**src/rtl/mci_pkg.sv**
```systemverilog
// Package of constants and types for the main processor interrupt controller
package mci_pkg;

  // ----------------------------------------------------------------
  // Register bus shape
  // ----------------------------------------------------------------
  localparam int ADDR_W = 4;                           // Register address width
  localparam int DATA_W = 8;                           // Register data width

  // ----------------------------------------------------------------
  // Register offsets
  // ----------------------------------------------------------------
  localparam logic [ADDR_W-1:0] OFS_DISPLAY_CONTROL_ONE = 4'h0;  // Blanking request enable
  localparam logic [ADDR_W-1:0] OFS_PIN_EDGE_CONTROL    = 4'h1;  // Pin edge request enable
  localparam logic [ADDR_W-1:0] OFS_PENDING_STATUS      = 4'h2;  // Sticky pending flags, write one to clear
  localparam logic [ADDR_W-1:0] OFS_PENDING_MASK        = 4'h3;  // Enables for the interrupt line
  localparam logic [ADDR_W-1:0] OFS_SERVICE_STATE      = 4'h4;  // Served source and service state
  localparam logic [ADDR_W-1:0] OFS_VECTOR_LOW          = 4'h5;  // Low byte of last vector

  // ----------------------------------------------------------------
  // Field positions
  // ----------------------------------------------------------------
  localparam int BIT_BLANK_EN    = 0;                  // In display control one
  localparam int BIT_PIN_EDGE_EN = 0;                  // In pin edge control
  localparam int NUM_MASKABLE    = 6;                  // Maskable request lines
  localparam int NUM_SOURCES     = 7;                  // Maskable plus blanking request
  localparam int SRC_PIN         = 0;                  // Pin falling edge
  localparam int SRC_PERIODIC    = 1;                  // Periodic counter
  localparam int SRC_SOUND       = 2;                  // Sound processor
  localparam int SRC_SERIAL      = 3;                  // Serial port
  localparam int SRC_SYNC_SERIAL = 4;                  // Synchronous serial port
  localparam int SRC_CLOCK_POS   = 5;                  // Clock or display position
  localparam int SRC_BLANK       = 6;                  // Vertical blanking request

  // ----------------------------------------------------------------
  // Reset values
  // ----------------------------------------------------------------
  localparam logic [DATA_W-1:0] RST_DISPLAY_CONTROL_ONE = 8'h00;  // Blanking request off
  localparam logic [DATA_W-1:0] RST_PIN_EDGE_CONTROL    = 8'h00;  // Pin detection off
  localparam logic [DATA_W-1:0] RST_PENDING_MASK        = 8'h00;  // Line fully masked
  localparam logic [NUM_SOURCES-1:0] RST_PENDING        = 7'h00;  // Nothing pending

  // ----------------------------------------------------------------
  // Vector addresses, upper byte always zero
  // ----------------------------------------------------------------
  localparam logic [23:0] VEC_BLANK       = 24'h00fffa;  // Non-maskable
  localparam logic [23:0] VEC_PIN         = 24'h00fffe;  // Pin edge
  localparam logic [23:0] VEC_PERIODIC    = 24'h00fff8;  // Periodic counter
  localparam logic [23:0] VEC_SOUND       = 24'h00fff6;  // Sound processor
  localparam logic [23:0] VEC_SERIAL      = 24'h00fff4;  // Serial port
  localparam logic [23:0] VEC_SYNC_SERIAL = 24'h00fff2;  // Synchronous serial
  localparam logic [23:0] VEC_CLOCK_POS   = 24'h00fff0;  // Clock or position
  localparam logic [7:0]  BANK_ZERO       = 8'h00;       // Forced upper address byte

  // ----------------------------------------------------------------
  // Types
  // ----------------------------------------------------------------
  typedef struct packed {
    logic [ADDR_W-1:0] addr;                           // Register address
    logic [DATA_W-1:0] wdata;                          // Write data
    logic              wr;                             // Write strobe
    logic              rd;                             // Read strobe
  } mci_bus_req_t;

  typedef struct packed {
    logic clock_pos;                                   // Real-time clock or position pulse
    logic sync_serial;                                 // Synchronous serial pulse
    logic serial;                                      // Serial port pulse
    logic sound;                                       // Sound processor pulse
    logic periodic;                                    // Periodic counter pulse
  } mci_events_t;

  typedef enum logic [2:0] {
    ST_IDLE  = 3'b001,                                 // No vector presented
    ST_NMI   = 3'b010,                                 // Blanking vector presented
    ST_IRQ   = 3'b100                                  // Maskable vector presented
  } mci_state_t;

endpackage : mci_pkg

```
**src/rtl/mci_ctrl.sv**
```systemverilog
// Interrupt arbitration, pending flags and vector supply for the main processor
//
// The implementer's own choices: the register offsets and strobed register access.
`timescale 1ns/1ps
module mci_ctrl (
  input  wire logic                  clk,
  input  wire logic                  sys_rst,
  input  wire mci_pkg::mci_bus_req_t bus,
  output logic [mci_pkg::DATA_W-1:0] reg_rdata,
  input  wire mci_pkg::mci_events_t  events,
  input  wire logic                  vblank_start,
  input  wire logic                  port_g_bit_zero,
  input  wire logic                  port_g_bit_zero_is_input,
  input  wire logic                  cpu_mask_flag,
  input  wire logic                  cpu_ack,
  input  wire logic                  cpu_done,
  output logic                       cpu_irq,
  output logic                       cpu_nmi,
  output logic [23:0]                vector_addr,
  output logic                       vector_valid,
  output logic                       irq_out
);
  import mci_pkg::*;

  // ----------------------------------------------------------------
  // Functions
  // ----------------------------------------------------------------

  // Index of the highest priority set bit among the maskable lines.
  // Priority follows the bit order: sync serial outranks clock/position.
  function automatic logic [2:0] pick_winner(input logic [NUM_MASKABLE-1:0] req);
    logic [2:0] idx;
    idx = 3'h7;                                        // Nothing requested
    if (req[SRC_PIN])              idx = 3'(SRC_PIN);
    else if (req[SRC_PERIODIC])    idx = 3'(SRC_PERIODIC);
    else if (req[SRC_SOUND])       idx = 3'(SRC_SOUND);
    else if (req[SRC_SERIAL])      idx = 3'(SRC_SERIAL);
    else if (req[SRC_SYNC_SERIAL]) idx = 3'(SRC_SYNC_SERIAL);
    else if (req[SRC_CLOCK_POS])   idx = 3'(SRC_CLOCK_POS);
    return idx;
  endfunction : pick_winner

  // Vector address for a source index, bank byte forced to zero
  function automatic logic [23:0] vector_of(input logic [2:0] idx);
    logic [23:0] v;
    case (idx)
      3'(SRC_PIN):         v = VEC_PIN;
      3'(SRC_PERIODIC):    v = VEC_PERIODIC;
      3'(SRC_SOUND):       v = VEC_SOUND;
      3'(SRC_SERIAL):      v = VEC_SERIAL;
      3'(SRC_SYNC_SERIAL): v = VEC_SYNC_SERIAL;
      3'(SRC_CLOCK_POS):   v = VEC_CLOCK_POS;
      default:             v = VEC_BLANK;
    endcase
    return {BANK_ZERO, v[15:0]};
  endfunction : vector_of

  // ----------------------------------------------------------------
  // Declarations
  // ----------------------------------------------------------------
  logic [DATA_W-1:0]      display_control_one;         // Bit zero enables blanking request
  logic [DATA_W-1:0]      pin_edge_control;            // Bit zero arms pin detection
  logic [NUM_SOURCES-1:0] pending;                     // Sticky per-source flags
  logic [DATA_W-1:0]      pending_mask;                // Line enables, same layout
  logic                   nmi_pending;                 // Blanking request awaiting acceptance
  mci_state_t             state;                       // Service state
  mci_state_t             next_state;                  // Next service state
  logic [2:0]             served;                      // Source being served, 7 for none
  logic                   pin_fall;                    // Synchronised falling edge pulse

  wire                    blanking_request_enable;     // Decoded enable
  wire                    pin_edge_request_enable;     // Decoded enable
  wire [NUM_SOURCES-1:0]  new_events;                  // Events arriving this cycle
  wire [NUM_SOURCES-1:0]  clear_bits;                  // Software write-one-to-clear
  wire [NUM_SOURCES-1:0]  next_pending;                // Pending after set and clear
  wire [NUM_MASKABLE-1:0] unmasked;                    // Pending and enabled maskable flags
  wire [2:0]              winner;                      // Current priority winner
  wire                    any_unmasked;                // Any enabled flag set
  wire                    take_nmi;                    // Acknowledge goes to blanking
  wire                    take_irq;                    // Acknowledge goes to maskable
  wire                    wr_display;                  // Write strobes per register
  wire                    wr_pin_edge;
  wire                    wr_status;
  wire                    wr_mask;
  logic [DATA_W-1:0]      rd_mux;                      // Combinational read value

  // ----------------------------------------------------------------
  // Pin edge detection
  // ----------------------------------------------------------------
  // The pin goes through two flops before the edge is judged
  mci_pin_edge u_pin_edge (
    .clk     (clk),
    .sys_rst (sys_rst),
    .pin     (port_g_bit_zero),
    .fall    (pin_fall)
  );

  // ----------------------------------------------------------------
  // Decode
  // ----------------------------------------------------------------
  assign blanking_request_enable = display_control_one[BIT_BLANK_EN];
  assign pin_edge_request_enable = pin_edge_control[BIT_PIN_EDGE_EN];

  assign wr_display  = bus.wr && (bus.addr == OFS_DISPLAY_CONTROL_ONE);
  assign wr_pin_edge = bus.wr && (bus.addr == OFS_PIN_EDGE_CONTROL);
  assign wr_status   = bus.wr && (bus.addr == OFS_PENDING_STATUS);
  assign wr_mask     = bus.wr && (bus.addr == OFS_PENDING_MASK);

  // Event vector in source order; two sources share one line
  assign new_events[SRC_PIN]         = pin_fall && pin_edge_request_enable
                                       && port_g_bit_zero_is_input;
  assign new_events[SRC_PERIODIC]    = events.periodic;
  assign new_events[SRC_SOUND]       = events.sound;
  assign new_events[SRC_SERIAL]      = events.serial;
  assign new_events[SRC_SYNC_SERIAL] = events.sync_serial;
  assign new_events[SRC_CLOCK_POS]   = events.clock_pos;
  assign new_events[SRC_BLANK]       = vblank_start && blanking_request_enable;

  // A set in the same cycle as its clear wins, so no event is lost
  assign clear_bits   = wr_status ? bus.wdata[NUM_SOURCES-1:0] : '0;
  assign next_pending = (pending & ~clear_bits) | new_events;

  assign unmasked     = pending[NUM_MASKABLE-1:0] & pending_mask[NUM_MASKABLE-1:0];
  assign winner       = pick_winner(unmasked);
  assign any_unmasked = |(pending & pending_mask[NUM_SOURCES-1:0]);

  // Blanking request ignores the mask flag; maskable ones need it clear
  assign take_nmi = cpu_ack && nmi_pending;
  assign take_irq = cpu_ack && !nmi_pending && !cpu_mask_flag
                    && (winner != 3'h7);

  // ----------------------------------------------------------------
  // Read mux
  // ----------------------------------------------------------------
  // Unmapped offsets read as zero
  always_comb begin
    rd_mux = '0;
    case (bus.addr)
      OFS_DISPLAY_CONTROL_ONE: rd_mux = display_control_one;
      OFS_PIN_EDGE_CONTROL:    rd_mux = pin_edge_control;
      OFS_PENDING_STATUS:      rd_mux = {1'b0, pending};
      OFS_PENDING_MASK:        rd_mux = pending_mask;
      OFS_SERVICE_STATE:       rd_mux = {nmi_pending, 1'b0, state, served};
      OFS_VECTOR_LOW:          rd_mux = vector_addr[7:0];
      default:                 rd_mux = '0;
    endcase
  end

  // ----------------------------------------------------------------
  // Service state machine
  // ----------------------------------------------------------------
  // A vector stays presented until the core signals it is done
  always_comb begin
    next_state = state;
    case (state)
      ST_IDLE: begin
        if (take_nmi) begin
          next_state = ST_NMI;
        end else if (take_irq) begin
          next_state = ST_IRQ;
        end
      end
      ST_NMI: begin
        if (cpu_done) begin
          next_state = ST_IDLE;
        end
      end
      ST_IRQ: begin
        if (cpu_done) begin
          next_state = ST_IDLE;
        end
      end
      default: begin
        next_state = ST_IDLE;                          // Recover from illegal code
      end
    endcase
  end

  // ----------------------------------------------------------------
  // Control registers
  // ----------------------------------------------------------------
  // Software writes land directly; no side effects beyond storage
  always_ff @(posedge clk or posedge sys_rst) begin
    if (sys_rst) begin
      display_control_one <= RST_DISPLAY_CONTROL_ONE;
      pin_edge_control    <= RST_PIN_EDGE_CONTROL;
      pending_mask        <= RST_PENDING_MASK;
    end else begin
      if (wr_display) begin
        display_control_one <= bus.wdata;
      end
      if (wr_pin_edge) begin
        pin_edge_control <= bus.wdata;
      end
      if (wr_mask) begin
        pending_mask <= bus.wdata;
      end
    end
  end

  // ----------------------------------------------------------------
  // Pending flags
  // ----------------------------------------------------------------
  // Maskable flags are cleared only by software, so the handler must
  // clear its own source or the same vector is taken again at return
  always_ff @(posedge clk or posedge sys_rst) begin
    if (sys_rst) begin
      pending <= RST_PENDING;
    end else begin
      pending <= next_pending;
    end
  end

  // ----------------------------------------------------------------
  // Blanking request
  // ----------------------------------------------------------------
  // Edge-like: consumed by acceptance, a new blanking sets it again
  always_ff @(posedge clk or posedge sys_rst) begin
    if (sys_rst) begin
      nmi_pending <= 1'b0;
    end else if (new_events[SRC_BLANK]) begin
      nmi_pending <= 1'b1;
    end else if (take_nmi && state == ST_IDLE) begin
      nmi_pending <= 1'b0;
    end
  end

  // ----------------------------------------------------------------
  // Vector latch and state
  // ----------------------------------------------------------------
  // The vector is frozen at acceptance so later arrivals cannot change
  // the address the core is fetching from
  always_ff @(posedge clk or posedge sys_rst) begin
    if (sys_rst) begin
      state        <= ST_IDLE;
      served       <= 3'h7;
      vector_addr  <= '0;
      vector_valid <= 1'b0;
    end else begin
      state <= next_state;
      if (state == ST_IDLE && take_nmi) begin
        served       <= 3'(SRC_BLANK);
        vector_addr  <= vector_of(3'(SRC_BLANK));
        vector_valid <= 1'b1;
      end else if (state == ST_IDLE && take_irq) begin
        served       <= winner;
        vector_addr  <= vector_of(winner);
        vector_valid <= 1'b1;
      end else if (state != ST_IDLE && cpu_done) begin
        served       <= 3'h7;
        vector_valid <= 1'b0;
      end
    end
  end

  // ----------------------------------------------------------------
  // Request outputs and read data
  // ----------------------------------------------------------------
  // Request lines are registered, so a flag shows one cycle after it sets
  always_ff @(posedge clk or posedge sys_rst) begin
    if (sys_rst) begin
      cpu_irq   <= 1'b0;
      cpu_nmi   <= 1'b0;
      irq_out   <= 1'b0;
      reg_rdata <= '0;
    end else begin
      cpu_irq   <= (|unmasked) && !cpu_mask_flag;
      cpu_nmi   <= nmi_pending;
      irq_out   <= any_unmasked;
      reg_rdata <= bus.rd ? rd_mux : '0;
    end
  end

endmodule : mci_ctrl

```
**src/rtl/mci_pin_edge.sv**
```systemverilog
// Synchroniser and falling edge detector for the port G bit zero pin
`timescale 1ns/1ps
module mci_pin_edge (
  input  wire logic clk,
  input  wire logic sys_rst,
  input  wire logic pin,
  output logic      fall
);
  import mci_pkg::*;

  logic sync_a;                                        // First stage, read only by sync_b
  logic sync_b;                                        // Second stage, safe to use
  logic last_b;                                        // Previous safe level

  // ----------------------------------------------------------------
  // Two stage synchroniser then edge register
  // ----------------------------------------------------------------
  // Reset to high so a pin held low at release is seen as a falling edge
  always_ff @(posedge clk or posedge sys_rst) begin
    if (sys_rst) begin
      sync_a <= 1'b1;
      sync_b <= 1'b1;
      last_b <= 1'b1;
      fall   <= 1'b0;
    end else begin
      sync_a <= pin;
      sync_b <= sync_a;
      last_b <= sync_b;
      fall   <= last_b & ~sync_b;
    end
  end

endmodule : mci_pin_edge

```
**config.mk**
```make
export PLATFORM = sky130hd
export DESIGN_NAME = mci_ctrl
export DESIGN_NICKNAME = d
export VERILOG_FILES = /design/src/rtl/mci_pkg.sv /design/src/rtl/mci_ctrl.sv /design/src/rtl/mci_pin_edge.sv
export SDC_FILE = /design/constraint.sdc
export NUM_CORES = 1
export LEC_CHECK = 0
export BUFFER_PORTS_ARGS = -buffer_cell sky130_fd_sc_hd__buf_2
export CORE_MARGIN = 5
export CORE_UTILIZATION = 53
export DETAILED_ROUTE_END_ITERATION = 10
export HOLD_SLACK_MARGIN = 0.08
export PLACE_DENSITY = 0.79
export RECOVER_POWER = 25
export SLEW_MARGIN = 10
export SYNTH_ARGS = -nofsm -noshare
export SYNTH_HDL_FRONTEND = slang
export SYNTH_SLANG_ARGS = --single-unit
```
**constraint.sdc**
```tcl
create_clock -name clk -period 2.1 [get_ports clk]
set_clock_uncertainty 0.05 [all_clocks]
set_input_delay 0.21 -clock clk [delete_from_list [all_inputs] [get_ports clk]]
set_output_delay 0.21 -clock clk [all_outputs]
set_load 0.01 [all_outputs]
```
==> flow_summary.yaml, run 1 <==
sta:
  worst_hold_slack_ns: 0.0898
  max_slew.worst_pin.slew_ns: 1.24
  max_slew_margin_pct: 17.6
  fin_crit_sh_pct: 93.9
  fin_crit_ns: 1.97
  hold_viol: 0
  setup-violations-final: 0
  rsz0062_at_grt: "no"
  tns_ns: 0
  fmaxAchievable_mhz: 507
  final_max_slew_viol_count: 0
final_layout:
  nNetsFinal: 312
  seq_area_um2: 1460
  drive_gt1_share_pct: 42.8
  nFillCells: 398
  areaGrowthSynthToFinish_pct: 18.8
  multi_input_area_um2: 1130
  antenna_cells: 0
yosys:
  yosysSeqAreaShare_pct: 53.0
  synthCells: 225
  netlist_top_cells_count: "dfrtp_1 (51), mux2_2 (29), buf_4 (20), nand2_1 (20), nor2_1 (11)"
  synth_area_leaders: "dfrtp_1 (46%), mux2_2 (12%), dfstp_2 (6.7%)"
  yosys_warnings: 0
  yosys.area.top_type: "dfrtp_1"
  ys_ff_latch: 58
  synth.avg_cell_area_um2: 12.2
  async_reset_ff_share_pct: 100
  synth_most_common_cell: "dfrtp_1"
  synth_ff_type: "dfrtp_1"
  netlist_area_um2: 2760
  yosys.area.top_type_share_pct: 46.3
  synth_enable_flop_cells: 0
  ys_types: 44
cts:
  clockRootBuffer: "clkbuf_8"
  holdBufCountCts: 12
  ctsHtreeMaxLevel: 3
  cts_buffer_depth: 2
  clkLatencyLatePin_ns: 0.34
  cts.clk_slew.worst_paths_ns: 0.07
  post_cts_resized: 0
  post-cts-setup-buffers: 0
  cts.sinks: 58
  cts_buffers: 9
  cts_tree: "done"
worst_setup_path:
  reg2reg_slack_ns: 0.13
  crit_buf_inv: 0
  rr_endpoint: "vector_addr[1]"
  worstPathCellList: "nor3b_4 > nand2_1 > or4_4 > mux2_4"
  reg2reg_from: "state[0]"
  crit_family: "simple AND/OR/NAND/NOR gates"
  end_kind: "register"
  required_ns: 2.28
  cp_max_fo: 10
  reg2reg_depth: 4
  crit_cells: 4
  slowest_delay_ns: 0.59
  critPathLaunchType: "register"
  worstPathArrival_ns: 2.15
  slowest_stage: "or4_4"
  critPathKind: "register to register"
drt:
  wire_per_inst_um: 16.5
  dr.first_iter.drc_count: 124
  drcViolationCount: 0
  vias: 1932
  via_per_inst: 5.37
  dr.pass1.iters: 4
  ant_nets: 0
  wl_mm: 5.93
status:
  status: "finished, final reports clean"
worst_hold_path:
  hold-path-cell-count: 2
  min_to: "pin_edge_control[7]"
  hold_start: "bus[9]"
  hp-class: "input port to register"
floorplanning:
  die-height_um: 82.1
  die_w_um: 82.1
  initial_core_util_pct: 54.3
  ios: 63
  rows: 26
  dieArea_um2: 6740
  core_um2: 5070
placement:
  hpwl_mm: 4.07
  gp_congestion: 0.839
  portBuffers: 53
grt:
  grt_first_pass_wirelength_mm: 9.67
  grt_usage_pct: 19.6
  grt_start_max_net_pins: 59
  antenna_found_initial: 0
  grt_pass1_vias: 1975
  grt_overflow: 0
power:
  ir_worst_vdd_mv: 0.597
  pwr_density_cell_nw_per_um2: 998
  p_leak_nw: 1.50
flow_run:
  max_cap_viol_count: 0
## layout make-up
class,instances,share of cell area (%)
flip-flops and latches,58,44.6
multi-input cells,146,34.5
repair buffers,68,12.4
clock buffers,14,5.28
well taps,70,2.68
clock inverters,2,0.306
inverters,2,0.229
## layout by cell type (no fill, tap or decap), drive strengths merged, types with 2 or more instances in the layout
master,Yosys,routed
buf,24,56
dfrtp,51,51
mux2,30,30
nand2,20,20
clkbuf,3,14
dlygate4sd3,0,12
nor2,11,11
a22oi,9,9
conb,1,9
nand3,8,8
dfstp,7,7
mux2i,6,6
a21o,5,5
a22o,5,5
mux4,4,4
nor3,3,3
nand3b,3,3
a31o,3,3
nand2b,3,3
a21oi,3,3
nor2b,3,3
nor3b,3,3
clkinv,0,3
and3b,2,2
or4,2,2
and3,2,2
## layer usage
metal | part of all wire, % | track usage (%) | vias up | wire, um
met5 | 0 | 0 | - | 0
met4 | 2.1 | 11.3 | 0 | 124
met3 | 6.0 | 3.69 | 10 | 358
met2 | 48 | 30.5 | 76 | 2820
met1 | 44 | 25.7 | 941 | 2620
li1 | - | - | 905 | -
## through the flow
step	worst slack [ns]	cells	area, um^2	total power (W)	utilization [%]
after floorplan	0.206	233	2790	0.00209	-
after global placement	0.189	332	2990	0.00229	58.8
after detailed placement	0.144	332	2990	0.00232	58.8
after CTS	0.126	360	3290	0.00329	64.8
after global routing	0.0704	360	3270	0.00344	64.5
final	0.129	360	3270	0.00327	64.5
## worst max-delay path by stage
stage	startpoint	endpoint	slack, ns
after floorplan	state[0]	vector_addr[1]	0.21
after global placement	state[0]	vector_addr[1]	0.19
after detailed placement	state[0]	vector_addr[1]	0.14
after CTS	state[0]	vector_addr[1]	0.13
after global routing	state[0]	vector_addr[1]	0.07
final	state[0]	vector_addr[1]	0.13
## state kept, by name, summed over array words and instances (netlist names)
signal               cells
cpu_irq                  1
cpu_nmi                  1
display_control_one      8
irq_out                  1
nmi_pending              1
pending                  7
pending_mask             8
pin_edge_control         8
reg_rdata                8
served                   3
state                    3
u_pin_edge.fall          1
u_pin_edge.last_b        1
u_pin_edge.sync_a        1
u_pin_edge.sync_b        1
vector_addr              4
vector_valid             1
## where the power goes
group	internal (W)	switching, W
sequential	0.00137	0.000177
clock	0.000522	0.000431
combinational	0.000414	0.000353
## kinds of logic (layout without fill, tap and decap cells)
| family | after synthesis | count (layout) | synth area share (%) |
|---|---|---|---|
| flip-flops | 58 | 58 | 53.0 |
| multiplexers | 40 | 40 | 17.8 |
| AND/OR/NAND/NOR | 63 | 63 | 12.2 |
| AO/OA/AOI/OAI | 33 | 33 | 9.40 |
| other | 1 | 9 | 0.136 |
| buffers and inverters | 29 | 86 | 7.08 |
| XOR/XNOR | 1 | 1 | 0.318 |
Note: power is estimated with default switching activity, not from simulation.
==> inputs of run 2 (changes only) <==
- CORE_MARGIN: 5 -> default
- CORE_UTILIZATION: 53 -> 56
- CTS_BUF_LIST: default -> sky130_fd_sc_hd__clkbuf_4
- PLACE_DENSITY: 0.79 -> 0.82
==> flow_summary.yaml, run 2 (same netlist as run 1, synthesis figures left out) <==
sta:
  final_max_slew_viol_count: 0
  fin_crit_ns: 1.91
  worst_hold_slack_ns: 0.107
  fmaxAchievable_mhz: 523
  hold_viol: 0
  tns_ns: 0
  setup-violations-final: 0
  max_slew_margin_pct: 51.5
  fin_crit_sh_pct: 91.1
  max_slew.worst_pin.slew_ns: 0.727
  rsz0062_at_grt: "no"
final_layout:
  areaGrowthSynthToFinish_pct: 22.7
  drive_gt1_share_pct: 40.2
  layout_common_cells: "buf_2 (53), dfrtp_1 (51), mux2_2 (29)"
  antenna_cells: 0
  nFillCells: 320
  fin_util_pct: 71.5
  nNetsFinal: 328
  layout_commonest_cell: "buf_2"
cts:
  clkLatencyLatePin_ns: 0.41
  post_cts_resized: 0
  cts.sinks: 58
  clockRootBuffer: "clkbuf_4"
  cts_buffer_depth: 2
  cts_buffers: 9
  cts.clk_slew.worst_paths_ns: 0.09
  cts_tree: "done"
  ctsHtreeMaxLevel: 3
worst_setup_path:
  required_ns: 2.39
  end_kind: "register"
  critPathLaunchType: "register"
  startpoint: "state[0]"
  reg2reg_from: "state[0]"
  slowest_stage: "dfstp_2"
  crit_buf_inv: 1
  critPathKind: "register to register"
  reg2reg_depth: 5
  worstPathArrival_ns: 2.20
  worstPathCellList: "nor3b_4 > nand2_1 > or4_4 > buf_4 > mux2i_1"
  crit_cells: 5
  crit_family: "simple AND/OR/NAND/NOR gates"
  slowest_delay_ns: 0.57
  cp_max_fo: 6
drt:
  wl_mm: 5.92
  drcViolationCount: 0
  dr.pass1.iters: 4
  via_per_inst: 5.40
  dr.first_iter.drc_count: 182
  wire_per_inst_um: 15.9
  ant_nets: 0
  vias: 2013
grt:
  antenna_found_initial: 0
  grt_start_max_net_pins: 21
  grt_overflow: 0
  grt_usage_pct: 26.3
  grt_first_pass_wirelength_mm: 9.73
  grt_pass1_vias: 1998
placement:
  portBuffers: 53
  gp_congestion: 0.822
  hpwl_mm: 3.98
floorplanning:
  rows: 25
  die_w_um: 72.1
  die-height_um: 72.1
  initial_core_util_pct: 58.3
  core_um2: 4720
  dieArea_um2: 5200
  ios: 63
power:
  p_leak_nw: 1.53
  pwr_density_cell_nw_per_um2: 926
  ir_worst_vdd_mv: 0.613
  total_power_w: 0.00313
worst_hold_path:
  hold-path-cell-count: 2
  hold_start: "bus[13]"
  hp-class: "input port to register"
flow_run:
  max_cap_viol_count: 0
status:
  status: "finished, final reports clean"
==> run 2: area by class of cell <==
| type | instances | area [um^2] | share of cell area (%) |
|---|---|---|---|
| inverter | 2 | 7.51 | 0.222 |
| clock buffer | 12 | 90.1 | 2.67 |
| sequential | 58 | 1460 | 43.2 |
| timing repair buffer | 84 | 566 | 16.7 |
| multi-input combinational | 146 | 1130 | 33.4 |
| tap | 67 | 83.8 | 2.48 |
| clock inverter | 4 | 42.5 | 1.26 |
==> run 2: metal layers <==
| metal | GRT usage (%) | routed length, um | vias up |
|---|---|---|---|
| met5 | 0 | 0 | - |
| met4 | 10.2 | 53 | 0 |
| met3 | 8.47 | 372 | 4 |
| met2 | 42.6 | 2930 | 83 |
| met1 | 32.9 | 2560 | 985 |
| li1 | - | - | 941 |
==> run 2: what timing repair did <==
action                     CTS  global route
buffers inserted             0             0
hold buffers                28             0
hold endpoints to repair    55             0
setup endpoints to repair    0             0
==> run 2: report_power, final <==
part           switching, W  internal, W
Clock              0.000384     0.000394
Combinational      0.000364     0.000442
Sequential         0.000181      0.00137
Total              0.000928      0.00220
==> run 2: worst reg2reg max path, cell delays in order, from the launching register on <==
cell and delay (ns):
dfstp_2 0.57, nor3b_4 0.22, nand2_1 0.10, or4_4 0.55
buf_4 0.19, mux2i_1 0.17
==> run 2: stage by stage <==
stage / cells / area (um^2) / setup slack (ns)
after floorplan: 233 / 2790 / 0.206
after global placement: 329 / 2970 / 0.236
after detailed placement: 329 / 2970 / 0.214
after CTS: 373 / 3380 / 0.193
after global routing: 373 / 3380 / 0.0929
final: 373 / 3380 / 0.188
==> run 2: worst paths after layout <==
kind                                endpoint  slack (ns)
setup / recovery                   served[2]        0.19
hold / removal                  reg_rdata[2]        0.11
setup reg to reg                   served[2]        0.19
hold reg to reg            u_pin_edge.sync_b        0.32
max in group asynchronous          served[0]        0.64
min in group asynchronous       vector_valid        0.41
